## config.mk

```make
export PLATFORM = sky130hd
export DESIGN_NAME = cpurs_regset
export DESIGN_NICKNAME = d
export VERILOG_FILES = /design/src/hw/cpurs_pkg.sv /design/src/hw/cpurs_bank.sv /design/src/hw/cpurs_regset.sv
export SDC_FILE = /design/constraint.sdc
export NUM_CORES = 1
export LEC_CHECK = 0
export BUFFER_PORTS_ARGS = -buffer_cell sky130_fd_sc_hd__clkbuf_2
export CORE_MARGIN = 10
export CORE_UTILIZATION = 32
export DETAILED_ROUTE_END_ITERATION = 10
export HOLD_SLACK_MARGIN = 0.06
export PLACE_DENSITY = 0.56
export REMOVE_ABC_BUFFERS = 1
export SLEW_MARGIN = 5
export SYNTH_ARGS = -nofsm -noshare
export SYNTH_HDL_FRONTEND = slang
export SYNTH_HIERARCHICAL = 1
export SYNTH_SLANG_ARGS = --single-unit
```

## constraint.sdc

```tcl
create_clock -name clk -period 5.4 [get_ports clk]
set_clock_uncertainty 0.1 [all_clocks]
set_input_delay 1.08 -clock clk [delete_from_list [all_inputs] [get_ports clk]]
set_output_delay 1.08 -clock clk [all_outputs]
set_load 0.02 [all_outputs]
```

## src/hw/cpurs_pkg.sv

```systemverilog
package cpurs_pkg;

	// =====================================================
	// Widths
	localparam int unsigned ADDR_W    = 24;
	localparam int unsigned DATA_W    = 16;
	localparam int unsigned BYTE_W    = 8;
	localparam int unsigned BUS_W     = 32;
	localparam int unsigned FLAG_W    = 16;
	localparam int unsigned MODE_W    = 8;
	localparam int unsigned NUM_SLOTS = 8;
	localparam int unsigned NUM_CH    = 2;
	localparam int unsigned SWI_W     = 6;

	typedef logic [ADDR_W-1:0] cpurs_addr_t;
	typedef logic [DATA_W-1:0] cpurs_data_t;
	typedef logic [BUS_W-1:0]  cpurs_word_t;
	typedef logic [FLAG_W-1:0] cpurs_flag_t;
	typedef logic [MODE_W-1:0] cpurs_mode_t;
	typedef logic [NUM_SLOTS-1:0][ADDR_W-1:0] cpurs_slots_t;

	// =====================================================
	// Flag word layout
	localparam int unsigned FLAG_BANK_BIT  = 4;
	localparam int unsigned FLAG_STACK_BIT = 7;
	localparam cpurs_flag_t FLAG_WR_MASK   = 16'h70ff;
	localparam logic [SWI_W-1:0] SWI_CLR_MAX = 6'h1f;

	// =====================================================
	// Field masks inside a 24-bit slot
	localparam cpurs_addr_t MASK_ADDR  = 24'hffffff;
	localparam cpurs_addr_t MASK_DATA  = 24'h00ffff;
	localparam cpurs_addr_t MASK_UPPER = 24'h00ff00;
	localparam cpurs_addr_t MASK_LOWER = 24'h0000ff;

	// =====================================================
	// Reset values
	localparam cpurs_addr_t RST_ADDR = 24'h000000;
	localparam cpurs_data_t RST_DATA = 16'h0000;
	localparam cpurs_flag_t RST_FLAG = 16'h0000;
	localparam cpurs_mode_t RST_MODE = 8'h00;
	localparam cpurs_word_t RST_WORD = 32'h00000000;

	// =====================================================
	// Slot positions inside one bank
	localparam logic [2:0] SLOT_D0 = 3'h0;
	localparam logic [2:0] SLOT_D1 = 3'h1;
	localparam logic [2:0] SLOT_D2 = 3'h2;
	localparam logic [2:0] SLOT_D3 = 3'h3;
	localparam logic [2:0] SLOT_AR0 = 3'h4;
	localparam logic [2:0] SLOT_AR1 = 3'h5;
	localparam logic [2:0] SLOT_ST = 3'h6;
	localparam logic [2:0] SLOT_FR = 3'h7;

	// =====================================================
	// Register selector codes
	typedef enum logic [4:0] {
		id_data_reg_first        = 5'h00,
		id_data_reg_second       = 5'h01,
		id_data_reg_third        = 5'h02,
		id_data_reg_fourth       = 5'h03,
		id_addr_reg_first        = 5'h04,
		id_addr_reg_second       = 5'h05,
		id_static_base           = 5'h06,
		id_frame_base            = 5'h07,
		id_prog_counter          = 5'h08,
		id_vector_table_base     = 5'h09,
		id_user_stack_ptr        = 5'h0a,
		id_irq_stack_ptr         = 5'h0b,
		id_flag_word             = 5'h0c,
		id_fast_irq_flag_save    = 5'h0d,
		id_fast_irq_pc_save      = 5'h0e,
		id_fast_irq_vector       = 5'h0f,
		id_dma_ch0_mode          = 5'h10,
		id_dma_ch1_mode          = 5'h11,
		id_dma_ch0_count         = 5'h12,
		id_dma_ch1_count         = 5'h13,
		id_dma_ch0_count_reload  = 5'h14,
		id_dma_ch1_count_reload  = 5'h15,
		id_dma_ch0_mem_addr      = 5'h16,
		id_dma_ch1_mem_addr      = 5'h17,
		id_first_data_upper_byte = 5'h18,
		id_first_data_lower_byte = 5'h19,
		id_second_data_upper_byte = 5'h1a,
		id_second_data_lower_byte = 5'h1b,
		id_low_wide_pair         = 5'h1c,
		id_high_wide_pair        = 5'h1d,
		id_active_stack_ptr      = 5'h1e,
		id_unmapped              = 5'h1f
	} cpurs_reg_id_e;

	// =====================================================
	// State records
	typedef struct packed {
		cpurs_slots_t slot;
	} cpurs_bank_s;

	typedef struct packed {
		cpurs_addr_t                    prog_counter;
		cpurs_addr_t                    vector_table_base;
		cpurs_addr_t                    user_stack_ptr;
		cpurs_addr_t                    irq_stack_ptr;
		cpurs_flag_t                    flag_word;
		cpurs_flag_t                    fast_irq_flag_save;
		cpurs_addr_t                    fast_irq_pc_save;
		cpurs_addr_t                    fast_irq_vector;
		logic [NUM_CH-1:0][MODE_W-1:0]  dma_mode;
		logic [NUM_CH-1:0][DATA_W-1:0]  dma_count;
		logic [NUM_CH-1:0][DATA_W-1:0]  dma_count_reload;
		logic [NUM_CH-1:0][ADDR_W-1:0]  dma_mem_addr;
		cpurs_word_t                    rd_data;
		logic                           rd_valid;
	} cpurs_state_s;

endpackage

```

## src/hw/cpurs_bank.sv

```systemverilog
`timescale 1ns/1ns
module cpurs_bank (
	input  wire logic                  clk,
	input  wire logic                  nrst,
	input  wire cpurs_pkg::cpurs_slots_t wr_mask,
	input  wire cpurs_pkg::cpurs_slots_t wr_data,
	output      cpurs_pkg::cpurs_slots_t slots
);

	cpurs_pkg::cpurs_bank_s st;
	cpurs_pkg::cpurs_bank_s next_st;

	// =====================================================
	// Masked update, bits outside the mask keep their value
	always_comb begin
		next_st = st;
		for (int i = 0; i < cpurs_pkg::NUM_SLOTS; i++) begin
			next_st.slot[i] = (st.slot[i] & ~wr_mask[i]) | (wr_data[i] & wr_mask[i]);
		end
	end

	always_ff @(posedge clk or negedge nrst) begin
		if (!nrst) begin
			st <= '0;
		end else begin
			st <= next_st;
		end
	end

	assign slots = st.slot;

endmodule

```

## src/hw/cpurs_regset.sv

```systemverilog
`timescale 1ns/1ns
module cpurs_regset (
	input  wire logic                     clk,
	input  wire logic                     nrst,
	input  wire logic                     wr_en,
	input  wire cpurs_pkg::cpurs_reg_id_e wr_id,
	input  wire cpurs_pkg::cpurs_word_t   wr_data,
	input  wire logic                     rd_en,
	input  wire cpurs_pkg::cpurs_reg_id_e rd_id,
	output      cpurs_pkg::cpurs_word_t   rd_data,
	output      logic                     rd_valid,
	input  wire logic                     fast_irq_take,
	input  wire logic                     hw_irq_ack,
	input  wire logic                     sw_int_exec,
	input  wire logic [5:0]               sw_int_num,
	input  wire logic [1:0]               dma_reload,
	output      cpurs_pkg::cpurs_addr_t   prog_counter,
	output      cpurs_pkg::cpurs_addr_t   vector_table_base,
	output      cpurs_pkg::cpurs_flag_t   flag_word,
	output      logic                     bank_sel,
	output      logic                     stack_sel
);

	cpurs_pkg::cpurs_state_s st;
	cpurs_pkg::cpurs_state_s next_st;

	cpurs_pkg::cpurs_slots_t slots0;
	cpurs_pkg::cpurs_slots_t slots1;
	cpurs_pkg::cpurs_slots_t mask0;
	cpurs_pkg::cpurs_slots_t mask1;
	cpurs_pkg::cpurs_slots_t bank_wdata;

	// =====================================================
	// Banked registers
	// two bank copies
	cpurs_bank u_bank0 (
		.clk     (clk),
		.nrst    (nrst),
		.wr_mask (mask0),
		.wr_data (bank_wdata),
		.slots   (slots0)
	);

	cpurs_bank u_bank1 (
		.clk     (clk),
		.nrst    (nrst),
		.wr_mask (mask1),
		.wr_data (bank_wdata),
		.slots   (slots1)
	);

	// =====================================================
	// Next-state logic
	always_comb begin
		cpurs_pkg::cpurs_slots_t vis;
		cpurs_pkg::cpurs_slots_t wmask;
		cpurs_pkg::cpurs_word_t  rval;
		cpurs_pkg::cpurs_addr_t  sp_active;
		cpurs_pkg::cpurs_addr_t  w24;
		cpurs_pkg::cpurs_addr_t  wlo;
		cpurs_pkg::cpurs_addr_t  whi;
		logic                    bsel;
		logic                    ssel;
		logic                    ch;
		vis       = '0;
		wmask     = '0;
		rval      = cpurs_pkg::RST_WORD;
		sp_active = cpurs_pkg::RST_ADDR;
		w24       = wr_data[23:0];
		wlo       = {8'h00, wr_data[15:0]};
		whi       = {8'h00, wr_data[31:16]};
		bsel      = st.flag_word[cpurs_pkg::FLAG_BANK_BIT];
		ssel      = st.flag_word[cpurs_pkg::FLAG_STACK_BIT];
		ch        = wr_id[0];
		next_st   = st;
		bank_wdata = '0;

		if (bsel) begin
			vis = slots1;
		end else begin
			vis = slots0;
		end

		if (ssel) begin
			sp_active = st.user_stack_ptr;
		end else begin
			sp_active = st.irq_stack_ptr;
		end

		// -------------------------------------------------
		// Write decode
		// write takes effect next edge
		if (wr_en) begin
			case (wr_id)
				cpurs_pkg::id_data_reg_first,
				cpurs_pkg::id_data_reg_second,
				cpurs_pkg::id_data_reg_third,
				cpurs_pkg::id_data_reg_fourth: begin
					wmask[wr_id[2:0]]      = cpurs_pkg::MASK_DATA;
					bank_wdata[wr_id[2:0]] = wlo;
				end
				cpurs_pkg::id_addr_reg_first,
				cpurs_pkg::id_addr_reg_second,
				cpurs_pkg::id_static_base,
				cpurs_pkg::id_frame_base: begin
					wmask[wr_id[2:0]]      = cpurs_pkg::MASK_ADDR;
					bank_wdata[wr_id[2:0]] = w24;
				end
				cpurs_pkg::id_first_data_upper_byte: begin
					wmask[cpurs_pkg::SLOT_D0]      = cpurs_pkg::MASK_UPPER;
					bank_wdata[cpurs_pkg::SLOT_D0] = {8'h00, wr_data[7:0], 8'h00};
				end
				cpurs_pkg::id_first_data_lower_byte: begin
					wmask[cpurs_pkg::SLOT_D0]      = cpurs_pkg::MASK_LOWER;
					bank_wdata[cpurs_pkg::SLOT_D0] = {16'h0000, wr_data[7:0]};
				end
				cpurs_pkg::id_second_data_upper_byte: begin
					wmask[cpurs_pkg::SLOT_D1]      = cpurs_pkg::MASK_UPPER;
					bank_wdata[cpurs_pkg::SLOT_D1] = {8'h00, wr_data[7:0], 8'h00};
				end
				cpurs_pkg::id_second_data_lower_byte: begin
					wmask[cpurs_pkg::SLOT_D1]      = cpurs_pkg::MASK_LOWER;
					bank_wdata[cpurs_pkg::SLOT_D1] = {16'h0000, wr_data[7:0]};
				end
				// pair writes, higher register on top
				cpurs_pkg::id_low_wide_pair: begin
					wmask[cpurs_pkg::SLOT_D0]      = cpurs_pkg::MASK_DATA;
					wmask[cpurs_pkg::SLOT_D2]      = cpurs_pkg::MASK_DATA;
					bank_wdata[cpurs_pkg::SLOT_D0] = wlo;
					bank_wdata[cpurs_pkg::SLOT_D2] = whi;
				end
				cpurs_pkg::id_high_wide_pair: begin
					wmask[cpurs_pkg::SLOT_D1]      = cpurs_pkg::MASK_DATA;
					wmask[cpurs_pkg::SLOT_D3]      = cpurs_pkg::MASK_DATA;
					bank_wdata[cpurs_pkg::SLOT_D1] = wlo;
					bank_wdata[cpurs_pkg::SLOT_D3] = whi;
				end
				cpurs_pkg::id_prog_counter: next_st.prog_counter = w24;
				cpurs_pkg::id_vector_table_base: next_st.vector_table_base = w24;
				cpurs_pkg::id_user_stack_ptr: next_st.user_stack_ptr = w24;
				cpurs_pkg::id_irq_stack_ptr: next_st.irq_stack_ptr = w24;
				cpurs_pkg::id_active_stack_ptr: begin
					if (ssel) begin
						next_st.user_stack_ptr = w24;
					end else begin
						next_st.irq_stack_ptr = w24;
					end
				end
				cpurs_pkg::id_flag_word:
					next_st.flag_word = wr_data[15:0] & cpurs_pkg::FLAG_WR_MASK;
				cpurs_pkg::id_fast_irq_flag_save:
					next_st.fast_irq_flag_save = wr_data[15:0];
				cpurs_pkg::id_fast_irq_pc_save: next_st.fast_irq_pc_save = w24;
				cpurs_pkg::id_fast_irq_vector: next_st.fast_irq_vector = w24;
				cpurs_pkg::id_dma_ch0_mode,
				cpurs_pkg::id_dma_ch1_mode: next_st.dma_mode[ch] = wr_data[7:0];
				cpurs_pkg::id_dma_ch0_count,
				cpurs_pkg::id_dma_ch1_count: next_st.dma_count[ch] = wr_data[15:0];
				cpurs_pkg::id_dma_ch0_count_reload,
				cpurs_pkg::id_dma_ch1_count_reload:
					next_st.dma_count_reload[ch] = wr_data[15:0];
				cpurs_pkg::id_dma_ch0_mem_addr,
				cpurs_pkg::id_dma_ch1_mem_addr: next_st.dma_mem_addr[ch] = w24;
				default: next_st = st;
			endcase
		end

		// Only the visible bank takes a write
		if (bsel) begin
			mask0 = '0;
			mask1 = wmask;
		end else begin
			mask0 = wmask;
			mask1 = '0;
		end

		// -------------------------------------------------
		// Hardware events override a same-cycle write
		// reload count from reload value
		for (int c = 0; c < cpurs_pkg::NUM_CH; c++) begin
			if (dma_reload[c]) begin
				next_st.dma_count[c] = st.dma_count_reload[c];
			end
		end

		if (fast_irq_take) begin
			next_st.fast_irq_flag_save = st.flag_word;
			next_st.fast_irq_pc_save = st.prog_counter;
			next_st.prog_counter = st.fast_irq_vector;
		end

		if (hw_irq_ack || (sw_int_exec && (sw_int_num <= cpurs_pkg::SWI_CLR_MAX))) begin
			next_st.flag_word[cpurs_pkg::FLAG_STACK_BIT] = 1'b0;
		end

		// -------------------------------------------------
		// Read decode
		// all visible registers readable
		case (rd_id)
			cpurs_pkg::id_data_reg_first,
			cpurs_pkg::id_data_reg_second,
			cpurs_pkg::id_data_reg_third,
			cpurs_pkg::id_data_reg_fourth: rval = {16'h0000, vis[rd_id[2:0]][15:0]};
			cpurs_pkg::id_addr_reg_first,
			cpurs_pkg::id_addr_reg_second,
			cpurs_pkg::id_static_base,
			cpurs_pkg::id_frame_base: rval = {8'h00, vis[rd_id[2:0]]};
			cpurs_pkg::id_first_data_upper_byte:
				rval = {24'h000000, vis[cpurs_pkg::SLOT_D0][15:8]};
			cpurs_pkg::id_first_data_lower_byte:
				rval = {24'h000000, vis[cpurs_pkg::SLOT_D0][7:0]};
			cpurs_pkg::id_second_data_upper_byte:
				rval = {24'h000000, vis[cpurs_pkg::SLOT_D1][15:8]};
			cpurs_pkg::id_second_data_lower_byte:
				rval = {24'h000000, vis[cpurs_pkg::SLOT_D1][7:0]};
			// pair reads, higher register on top
			cpurs_pkg::id_low_wide_pair:
				rval = {vis[cpurs_pkg::SLOT_D2][15:0], vis[cpurs_pkg::SLOT_D0][15:0]};
			cpurs_pkg::id_high_wide_pair:
				rval = {vis[cpurs_pkg::SLOT_D3][15:0], vis[cpurs_pkg::SLOT_D1][15:0]};
			cpurs_pkg::id_prog_counter: rval = {8'h00, st.prog_counter};
			cpurs_pkg::id_vector_table_base: rval = {8'h00, st.vector_table_base};
			cpurs_pkg::id_user_stack_ptr: rval = {8'h00, st.user_stack_ptr};
			cpurs_pkg::id_irq_stack_ptr: rval = {8'h00, st.irq_stack_ptr};
			cpurs_pkg::id_active_stack_ptr: rval = {8'h00, sp_active};
			cpurs_pkg::id_flag_word: rval = {16'h0000, st.flag_word};
			cpurs_pkg::id_fast_irq_flag_save: rval = {16'h0000, st.fast_irq_flag_save};
			cpurs_pkg::id_fast_irq_pc_save: rval = {8'h00, st.fast_irq_pc_save};
			cpurs_pkg::id_fast_irq_vector: rval = {8'h00, st.fast_irq_vector};
			cpurs_pkg::id_dma_ch0_mode,
			cpurs_pkg::id_dma_ch1_mode: rval = {24'h000000, st.dma_mode[rd_id[0]]};
			cpurs_pkg::id_dma_ch0_count,
			cpurs_pkg::id_dma_ch1_count: rval = {16'h0000, st.dma_count[rd_id[0]]};
			cpurs_pkg::id_dma_ch0_count_reload,
			cpurs_pkg::id_dma_ch1_count_reload:
				rval = {16'h0000, st.dma_count_reload[rd_id[0]]};
			cpurs_pkg::id_dma_ch0_mem_addr,
			cpurs_pkg::id_dma_ch1_mem_addr: rval = {8'h00, st.dma_mem_addr[rd_id[0]]};
			default: rval = cpurs_pkg::RST_WORD;
		endcase

		next_st.rd_valid = rd_en;
		if (rd_en) begin
			next_st.rd_data = rval;
		end
	end

	// =====================================================
	// State register
	always_ff @(posedge clk or negedge nrst) begin
		if (!nrst) begin
			st.prog_counter       <= cpurs_pkg::RST_ADDR;
			st.vector_table_base  <= cpurs_pkg::RST_ADDR;
			st.user_stack_ptr     <= cpurs_pkg::RST_ADDR;
			st.irq_stack_ptr      <= cpurs_pkg::RST_ADDR;
			st.flag_word          <= cpurs_pkg::RST_FLAG;
			st.fast_irq_flag_save <= cpurs_pkg::RST_FLAG;
			st.fast_irq_pc_save   <= cpurs_pkg::RST_ADDR;
			st.fast_irq_vector    <= cpurs_pkg::RST_ADDR;
			st.dma_mode           <= {cpurs_pkg::RST_MODE, cpurs_pkg::RST_MODE};
			st.dma_count          <= {cpurs_pkg::RST_DATA, cpurs_pkg::RST_DATA};
			st.dma_count_reload   <= {cpurs_pkg::RST_DATA, cpurs_pkg::RST_DATA};
			st.dma_mem_addr       <= {cpurs_pkg::RST_ADDR, cpurs_pkg::RST_ADDR};
			st.rd_data            <= cpurs_pkg::RST_WORD;
			st.rd_valid           <= 1'b0;
		end else begin
			st <= next_st;
		end
	end

	// =====================================================
	// Outputs
	assign rd_data           = st.rd_data;
	assign rd_valid          = st.rd_valid;
	assign prog_counter      = st.prog_counter;
	assign vector_table_base = st.vector_table_base;
	assign flag_word         = st.flag_word;
	assign bank_sel          = st.flag_word[cpurs_pkg::FLAG_BANK_BIT];
	assign stack_sel         = st.flag_word[cpurs_pkg::FLAG_STACK_BIT];

endmodule

```

Yosys cells after proc, flatten, opt, wreduce, memory -nomap -nowiden:

Cells that the tools add are included.

* order comparisons: 7
* equality and inequality tests: 62
* multiplexer cells: 60
* bitwise gates (word level): 66
* reduce and logical (&&, ||, !) cells: 44

Operators with widths (number)
* $mux W192: 5
* $and A24 B24 Y24: 32
* $pmux W32 S21: 1
* $pmux W24 S5: 4
* $not A24 Y24: 16
* $or A24 B24 Y24: 16
* $pmux W96 S2: 2
* $mux W337: 1
* $mux W24: 13
* $pmux W24 S3: 4
* $and A184 B192 Y192: 1
* $and A192 B192 Y192: 1
* $eq A5 B5 Y1 const B: 30
* $mux W16: 9
* $mux W32: 3
* $pmux W24 S2: 2
* $eq A5 B4 Y1 const B: 16
* $bmux W24 S3: 1
* $demux W24 S3: 1
* $bwmux W32: 2
* $bwmux W48: 1
* $mux W48: 1
* $eq A5 B3 Y1 const B: 8
* $mux W40: 1
* 23 further kinds: 68

* flip-flop bits (word level): 716
* input bits: 57
* output and inout port bits: 99
* logic and storage cells: 274

Logic depth before layout (Yosys ltp):

Gate-level depths: netlist of run 1.

* depth in word-level cells: 10
* mapped depth: 10

Cells and area by module:

The synthesis of run 1 kept the hierarchy.

By module, submodules not included
* cpurs_regset: instances 1, cells an instance 2182, area each 21650.8 um^2, seq. area each 8308.0 um^2
* cpurs_bank: instances 2, cells an instance 384, area each 7687.4 um^2, seq. area each 4804.6 um^2

Least setup slack after synthesis of run 1:

Ideal clock, no wire load.

* path kind: input-to-reg
* start: input wr_id[2]
* end: register (tool-made name)
* setup time: 0.125 ns
* arrival time: 3.992 ns
* setup slack: 1.183 ns
* cell stages on the path: 6
* cells stage by stage: buf_2 > nor2b_1 > nand3b_1 > clkbuf_1 > nor3_1 > mux2_4

RTL lines
* from (decl): line cpurs_regset.sv:6 `input wire cpurs_pkg::cpurs_reg_id_e wr_id,`

Final worst setup path of run 1:

* start: register, netlist name flag_word[4]
* end: output flag_word[4]

RTL lines
* to (decl): line cpurs_regset.sv:19 `output cpurs_pkg::cpurs_flag_t flag_word,`

No word-level cell between the ends.

==> metrics.md, run 1 <==
| Metric | Value |
|---|---|
| Core area | 107100 um^2 |
| Area after DPL | 36320 um^2 |
| Post-CTS Resized | 0 |
| Maxcap violations | 0 |
| Pwr dens | 324.4 nW/um^2 |
| Required time of the worst setup path | 4220 ps |
| Final wirelength | 120300 um |
| CP max FO | 88 |
| Die Y | 348.2 um |
| DR WL met3 | 9583 um |
| Postcts setup bufs | 0 |
| Reg-to-reg endpoint | rd_data[13] |
| Vias in the first global route | 24220 |
| Fin crit period | 3652 ps |
| Pre-antenna DRT Iters | 7 |
| Rel. slew slack | 0.2137 |
| Layout cells sized above 1 | 0.3491 |
| Static Leakage | 16.85 nW |
| Num rows | 120 |
| Largest net degree at the start of global routing | 133 |
| Area growth syn-to-layout | 12.35% |
| Critical Path Start Type | register |
| Via density | 5.598 |
| CTS clock-pin slew for the worst setup and hold paths | 60 ps |
| R2r setup slk | 1860 ps |
| DP HPWL | 82200 um |
| ANT nets after route | 0 |
| I/O pin total | 156 |
| Fillers | 10350 |
| Global-route wire length before repair | 176400 um |
| Max Slew Vio Count | 0 |
| Syn Area/Cell | 12.21 um^2 |
| Placer congestion estimate | 0.8615 |
| Final instance area | 38720 um^2 |
| Total GRT Usage | 0.1940 |
| Max H-tree Level | 3 |
| Final Setup Violations | 0 |
| Final net count | 2896 |
| Outcome | complete, no violations |
| Buffer depth of the longest clock path | 3 |
| Number of DRC markers in iteration 0 | 2587 |
| Crit. End Element | output pin |
| F_max | 273.8 MHz |
| Worst-margin pin slew | 1173 ps |
| Routed len/inst | 27.99 um |
| Final worst path period share | 0.6763 |
| RSZ-0062 raised after global routing | false |
| Grt total ovfl | 0 |
| VDD IR-drop max | 0.1958 mV |
| PortBufs | 145 |
| Die ar. | 121200 um^2 |
| Initial Utilization | 0.3219 |
| Syn Std Cell Area | 34460 um^2 |
| Synth Warn # | 6 |
| Reg-to-Reg Start | flag_word[4] |
| Vias | 24060 |
| Hold Path Class | primary input to async pin |
| # hold bufs at CTS | 0 |
| Antenna violations before repair | 12 |
| Metal-1 WL | 53120 um |
| Uppermost routed layer | met5 |
| Final hold vios | 0 |
| Placed Cells | 4165 |
| Worst reg2reg path depth | 6 |
| CTS Sinks | 652 |
| Root Driver | clkbuf_16 |
| Non-Filler Instances | 4298 |
| Num CTS Buffers | 75 |
| CP Data Arrival Time | 2470 ps |
| TritonCTS clock tree | done |
| Die width | 348.2 um |
| Critical path class | register to output pin |
| Worst-Skew Late Latency | 660 ps |
| Post-route DRC violation count | 0 |
| Routed wl met2 | 52760 um |
| Post-Syn Instances | 2822 |
power breakdown:
| group | switching, W | leakage (nW) | total, W | internal, W |
|---|---|---|---|---|
| clock | 0.00217 | 1.16 | 0.00504 | 0.00288 |
| combinational | 0.00106 | 6.94 | 0.00176 | 0.000698 |
| sequential | 0.000394 | 8.75 | 0.00576 | 0.00536 |
worst max-delay path: stages, from the launching register on:
cell	delay, ps
dfrtp_4	890
buf_12	580
clkbuf_2	290
layout make-up:
cell class,count,area [um^2],area share
multi-input combinational,1863,16660,0.4303
sequential,652,16320,0.4215
clock buffer,112,2156,0.05568
tap,1403,1755,0.04534
timing repair buffer,240,1560,0.04030
clock inverter,19,234.0,0.006043
inverter,7,26.28,0.0006786
antenna,2,5.005,0.0001293
cell usage in the layout (no fill, tap or decap), types with 18 or more instances in the layout:
master and n:
dfrtp_1 651, mux2_4 320, mux2_2 223, nor2_1 182, nand2_1 163, clkbuf_2 141, o21ai_0 112, a21oi_1 112
mux2i_1 108, and2_1 90, buf_4 89, clkbuf_16 75, mux4_2 71, a22oi_1 62, o22ai_1 40, nor2b_1 36
nand3_1 34, nor3_2 24, nor3_1 24, clkbuf_1 23, nand4_1 22, a32o_1 22, a221o_1 20, a221oi_1 18
worst max-delay path by stage:
stage	startpoint	endpoint	slack, ps	cells past startpoint
3_5_place_dp	wr_id[2]	register	1320	6
3_3_place_gp	wr_id[2]	register	1330	6
4_1_cts	flag_word[4]	flag_word[4]	1700	2
6_report	flag_word[4]	flag_word[4]	1750	2
5_1_grt	flag_word[4]	flag_word[4]	1640	2
2_1_floorplan	flag_word[4]	register	-3950	3
layer usage:
layer  global-route usage  vias up
li1                     -    10310
met1               0.2684    12530
met2               0.2918      979
met3              0.04327      229
met4              0.07739       12
met5                    0        -
metrics by stage:
stage	setup TNS [ps]	utilization	worst slack (ps)	hold WS (ps)	power [W]
3_5_place_dp	0	0.3393	1325	380.8	0.007599
5_1_grt	0	0.3616	1641	414.8	0.01304
4_1_cts	0	0.3616	1704	376.8	0.01265
3_3_place_gp	0	0.3393	1332	378.5	0.007562
2_1_floorplan	-897110	-	-3954	362.8	0.006748
6_report	0	0.3617	1748	368.7	0.01256
(Power assumes the default switching activity.)
==> inputs of run 2 (changes only) <==
--- a/config.mk
+++ b/config.mk
@@ -5,6 +5,7 @@
 export SDC_FILE = /design/constraint.sdc
 export NUM_CORES = 1
 export LEC_CHECK = 0
+export ABC_AREA = 1
 export BUFFER_PORTS_ARGS = -buffer_cell sky130_fd_sc_hd__clkbuf_2
 export CORE_MARGIN = 10
 export CORE_UTILIZATION = 32
==> constraint.sdc (replaced) <==
create_clock -name clk -period 3.65 [get_ports clk]
set_clock_uncertainty 0.1 [all_clocks]
set_input_delay 0.73 -clock clk [delete_from_list [all_inputs] [get_ports clk]]
set_output_delay 0.73 -clock clk [all_outputs]
set_load 0.02 [all_outputs]
==> metrics.md, run 2 <==
| Metric | Value |
|---|---|
| CP max stage delay | 580 ps (-310 ps) |
| Worst reg2reg path depth | 12 (+6) |
| Worst hold start | wr_data[23] |
| Critical-path top delay cell | dfrtp_4 |
| Static Leakage | 19.98 nW (+19%) |
| Final worst path period share | 0.7964 |
| Root Driver | clkbuf_16 |
| Worst-Skew Late Latency | 630 ps (-30 ps) |
| Pre-antenna DRT Iters | 6 (-1) |
| I/O pin total | 156 (unchanged) |
| CTS clock-pin slew for the worst setup and hold paths | 60 ps (about the same) |
| Clock Power Share | 0.413 (+0.011) |
| Largest net degree at the start of global routing | 101 (-24%) |
| WHS Path Cells | 3 |
| Reg-to-Reg Start | flag_word[4] |
| Commonest non-fill, non-tap cell in the layout | nand2_1 |
| Vias in the first global route | 29770 (+23%) |
| Initial Utilization | 0.3234 (+0.001465) |
| Final net count | 5120 (+77%) |
| Register area | 16320 um^2 (unchanged) |
| Placer congestion estimate | 0.9301 (+8.0%) |
| Die width | 349.4 um (+0.35%) |
| Critical path class | register to output pin |
| Die ar. | 122100 um^2 (+0.70%) |
| Synth Warn # | 6 (unchanged) |
| Rel. slew slack | 0.3331 (+0.1195) |
| Maxcap violations | 0 (unchanged) |
| Total GRT Usage | 0.2077 (+0.01371) |
| Area after DPL | 36840 um^2 (+1.4%) |
| Most frequent cells in the layout | nand2_1, dfrtp_1, inv_1 |
| Core area | 107400 um^2 (+0.28%) |
| RSZ-0062 raised after global routing | false |
| Final Setup Violations | 0 (unchanged) |
| Buffer depth of the longest clock path | 3 (unchanged) |
| Pint | 0.01356 W (+52%) |
| Final instance area | 39470 um^2 (+1.9%) |
| Final hold vios | 0 (unchanged) |
| Fin crit period | 2907 ps |
| F_max | 344.0 MHz |
| Number of DRC markers in iteration 0 | 3314 (+28%) |
| Sequential share of power | 0.437 (-0.022) |
| R2r setup slk | 970 ps (-890 ps) |
| Routed len/inst | 19.87 um (-29%) |
| Num rows | 120 (unchanged) |
| Comb power frac | 0.151 (+0.011) |
| Area growth syn-to-layout | 13.69% |
| Post-route DRC violation count | 0 (unchanged) |
| Multi-input gate area | 14910 um^2 (-11%) |
| Total net switching power | 0.005828 W (+61%) |
| Final wirelength | 129700 um (+7.8%) |
| Syn Area/Cell | 6.948 um^2 (-43%) |
| Required time of the worst setup path | 2820 ps (-1400 ps) |
| Switching share of power | 0.3006 (+0.01242) |
| Reg-to-reg endpoint | rd_data[9] |
| Hold Path Class | primary input to register |
| Max Slew Vio Count | 0 (unchanged) |
| Crit. End Element | output pin |
| Worst Hold Path EP | st[264] |
| Fillers | 11460 (+11%) |
| Placed Cells | 6385 (+53%) |
| Setup TNS | 0 ps (unchanged) |
| Post-Syn Instances | 4997 (+77%) |
| VDD IR-drop max | 0.2918 mV (+49%) |
| Syn Std Cell Area | 34720 um^2 (+0.74%) |
| Max H-tree Level | 3 (unchanged) |
| Final Util | 0.3677 (+0.005993) |
| Worst-margin pin slew | 998.9 ps (-174.2 ps) |
| ANT nets after route | 0 (unchanged) |
| Num CTS Buffers | 78 (+4.0%) |
| Critical Path Start Type | register |
| Grt total ovfl | 0 (unchanged) |
| Layout cells sized above 1 | 0.09528 (-0.2538) |
| Global-route wire length before repair | 194800 um (+10%) |
| Outcome | complete, no violations |
| Antenna violations before repair | 10 (-2) |
| TritonCTS clock tree | done |
| CP Data Arrival Time | 2080 ps (-390 ps) |
| CP max FO | 100 (+14%) |
| Die Y | 349.4 um (+0.35%) |
| Non-Filler Instances | 6528 (+52%) |
| CTS Sinks | 652 (unchanged) |
| PortBufs | 145 (unchanged) |
| DP HPWL | 90750 um (+10%) |
| Pwr dens | 491.3 nW/um^2 (+51%) |
| Worst-path cell chain | buf_12, clkbuf_2 |
| Vias | 32350 (+34%) |
| Via density | 4.955 (-11%) |
-- run 2: final cells by class --
cell class,instances,area share
inverter,488,0.04654
multi-input combinational,3554,0.3776
timing repair buffer,289,0.05148
clock inverter,16,0.005230
tap,1403,0.04447
clock buffer,123,0.06099
sequential,652,0.4135
antenna,3,0.0001902
-- run 2: power groups by stage --
stage	sequential, W	clock [W]	combinational (W)
final	0.00846	0.00800	0.00292
after global routing	0.00854	0.00845	0.00323
after CTS	0.00844	0.00814	0.00292
after detailed placement	0.00857	0	0.00291
after global placement	0.00855	0	0.00289
after floorplan	0.00867	0	0.00131
-- run 2: how the worst max path moves through the flow --
stage,slack (ps),cells after the start,start,endpoint
floorplan,-4680,5,flag_word[4],register
global placement,300,12,rd_id[2],rd_data[23]
detailed placement,260,12,rd_id[2],rd_data[23]
CTS,770,2,flag_word[4],flag_word[4]
global route,670,12,rd_id[2],rd_data[7]
finish,740,2,flag_word[4],flag_word[4]
-- run 2: per-layer routing --
metal	global-route usage	share of wire
met4	0.08072	0.040
met1	0.2819	0.44
met5	0	0.0013
met3	0.05201	0.089
met2	0.3157	0.43
-- run 2: metrics by stage --
stage	worst slack [ps]	total power, W	hold WS [ps]
after floorplan	-4684	0.009976	333.8
after global placement	298.5	0.01144	347.9
after detailed placement	255.0	0.01148	353.2
after CTS	773.0	0.01950	243.2
after global routing	673.6	0.02022	275.7
final	743.0	0.01939	281.0
-- run 2: timing repair --
item	4_1_cts	5_1_grt
hold buffers	1	0
setup buffers	0	0
hold endpoints to repair	3	0
resized for setup	0	0
-- run 2: worst max-delay path, delay by kind of cell (launching register included) --
family	cells	cell delay [ps]
DFF	1	580
buffers and inverters	2	700
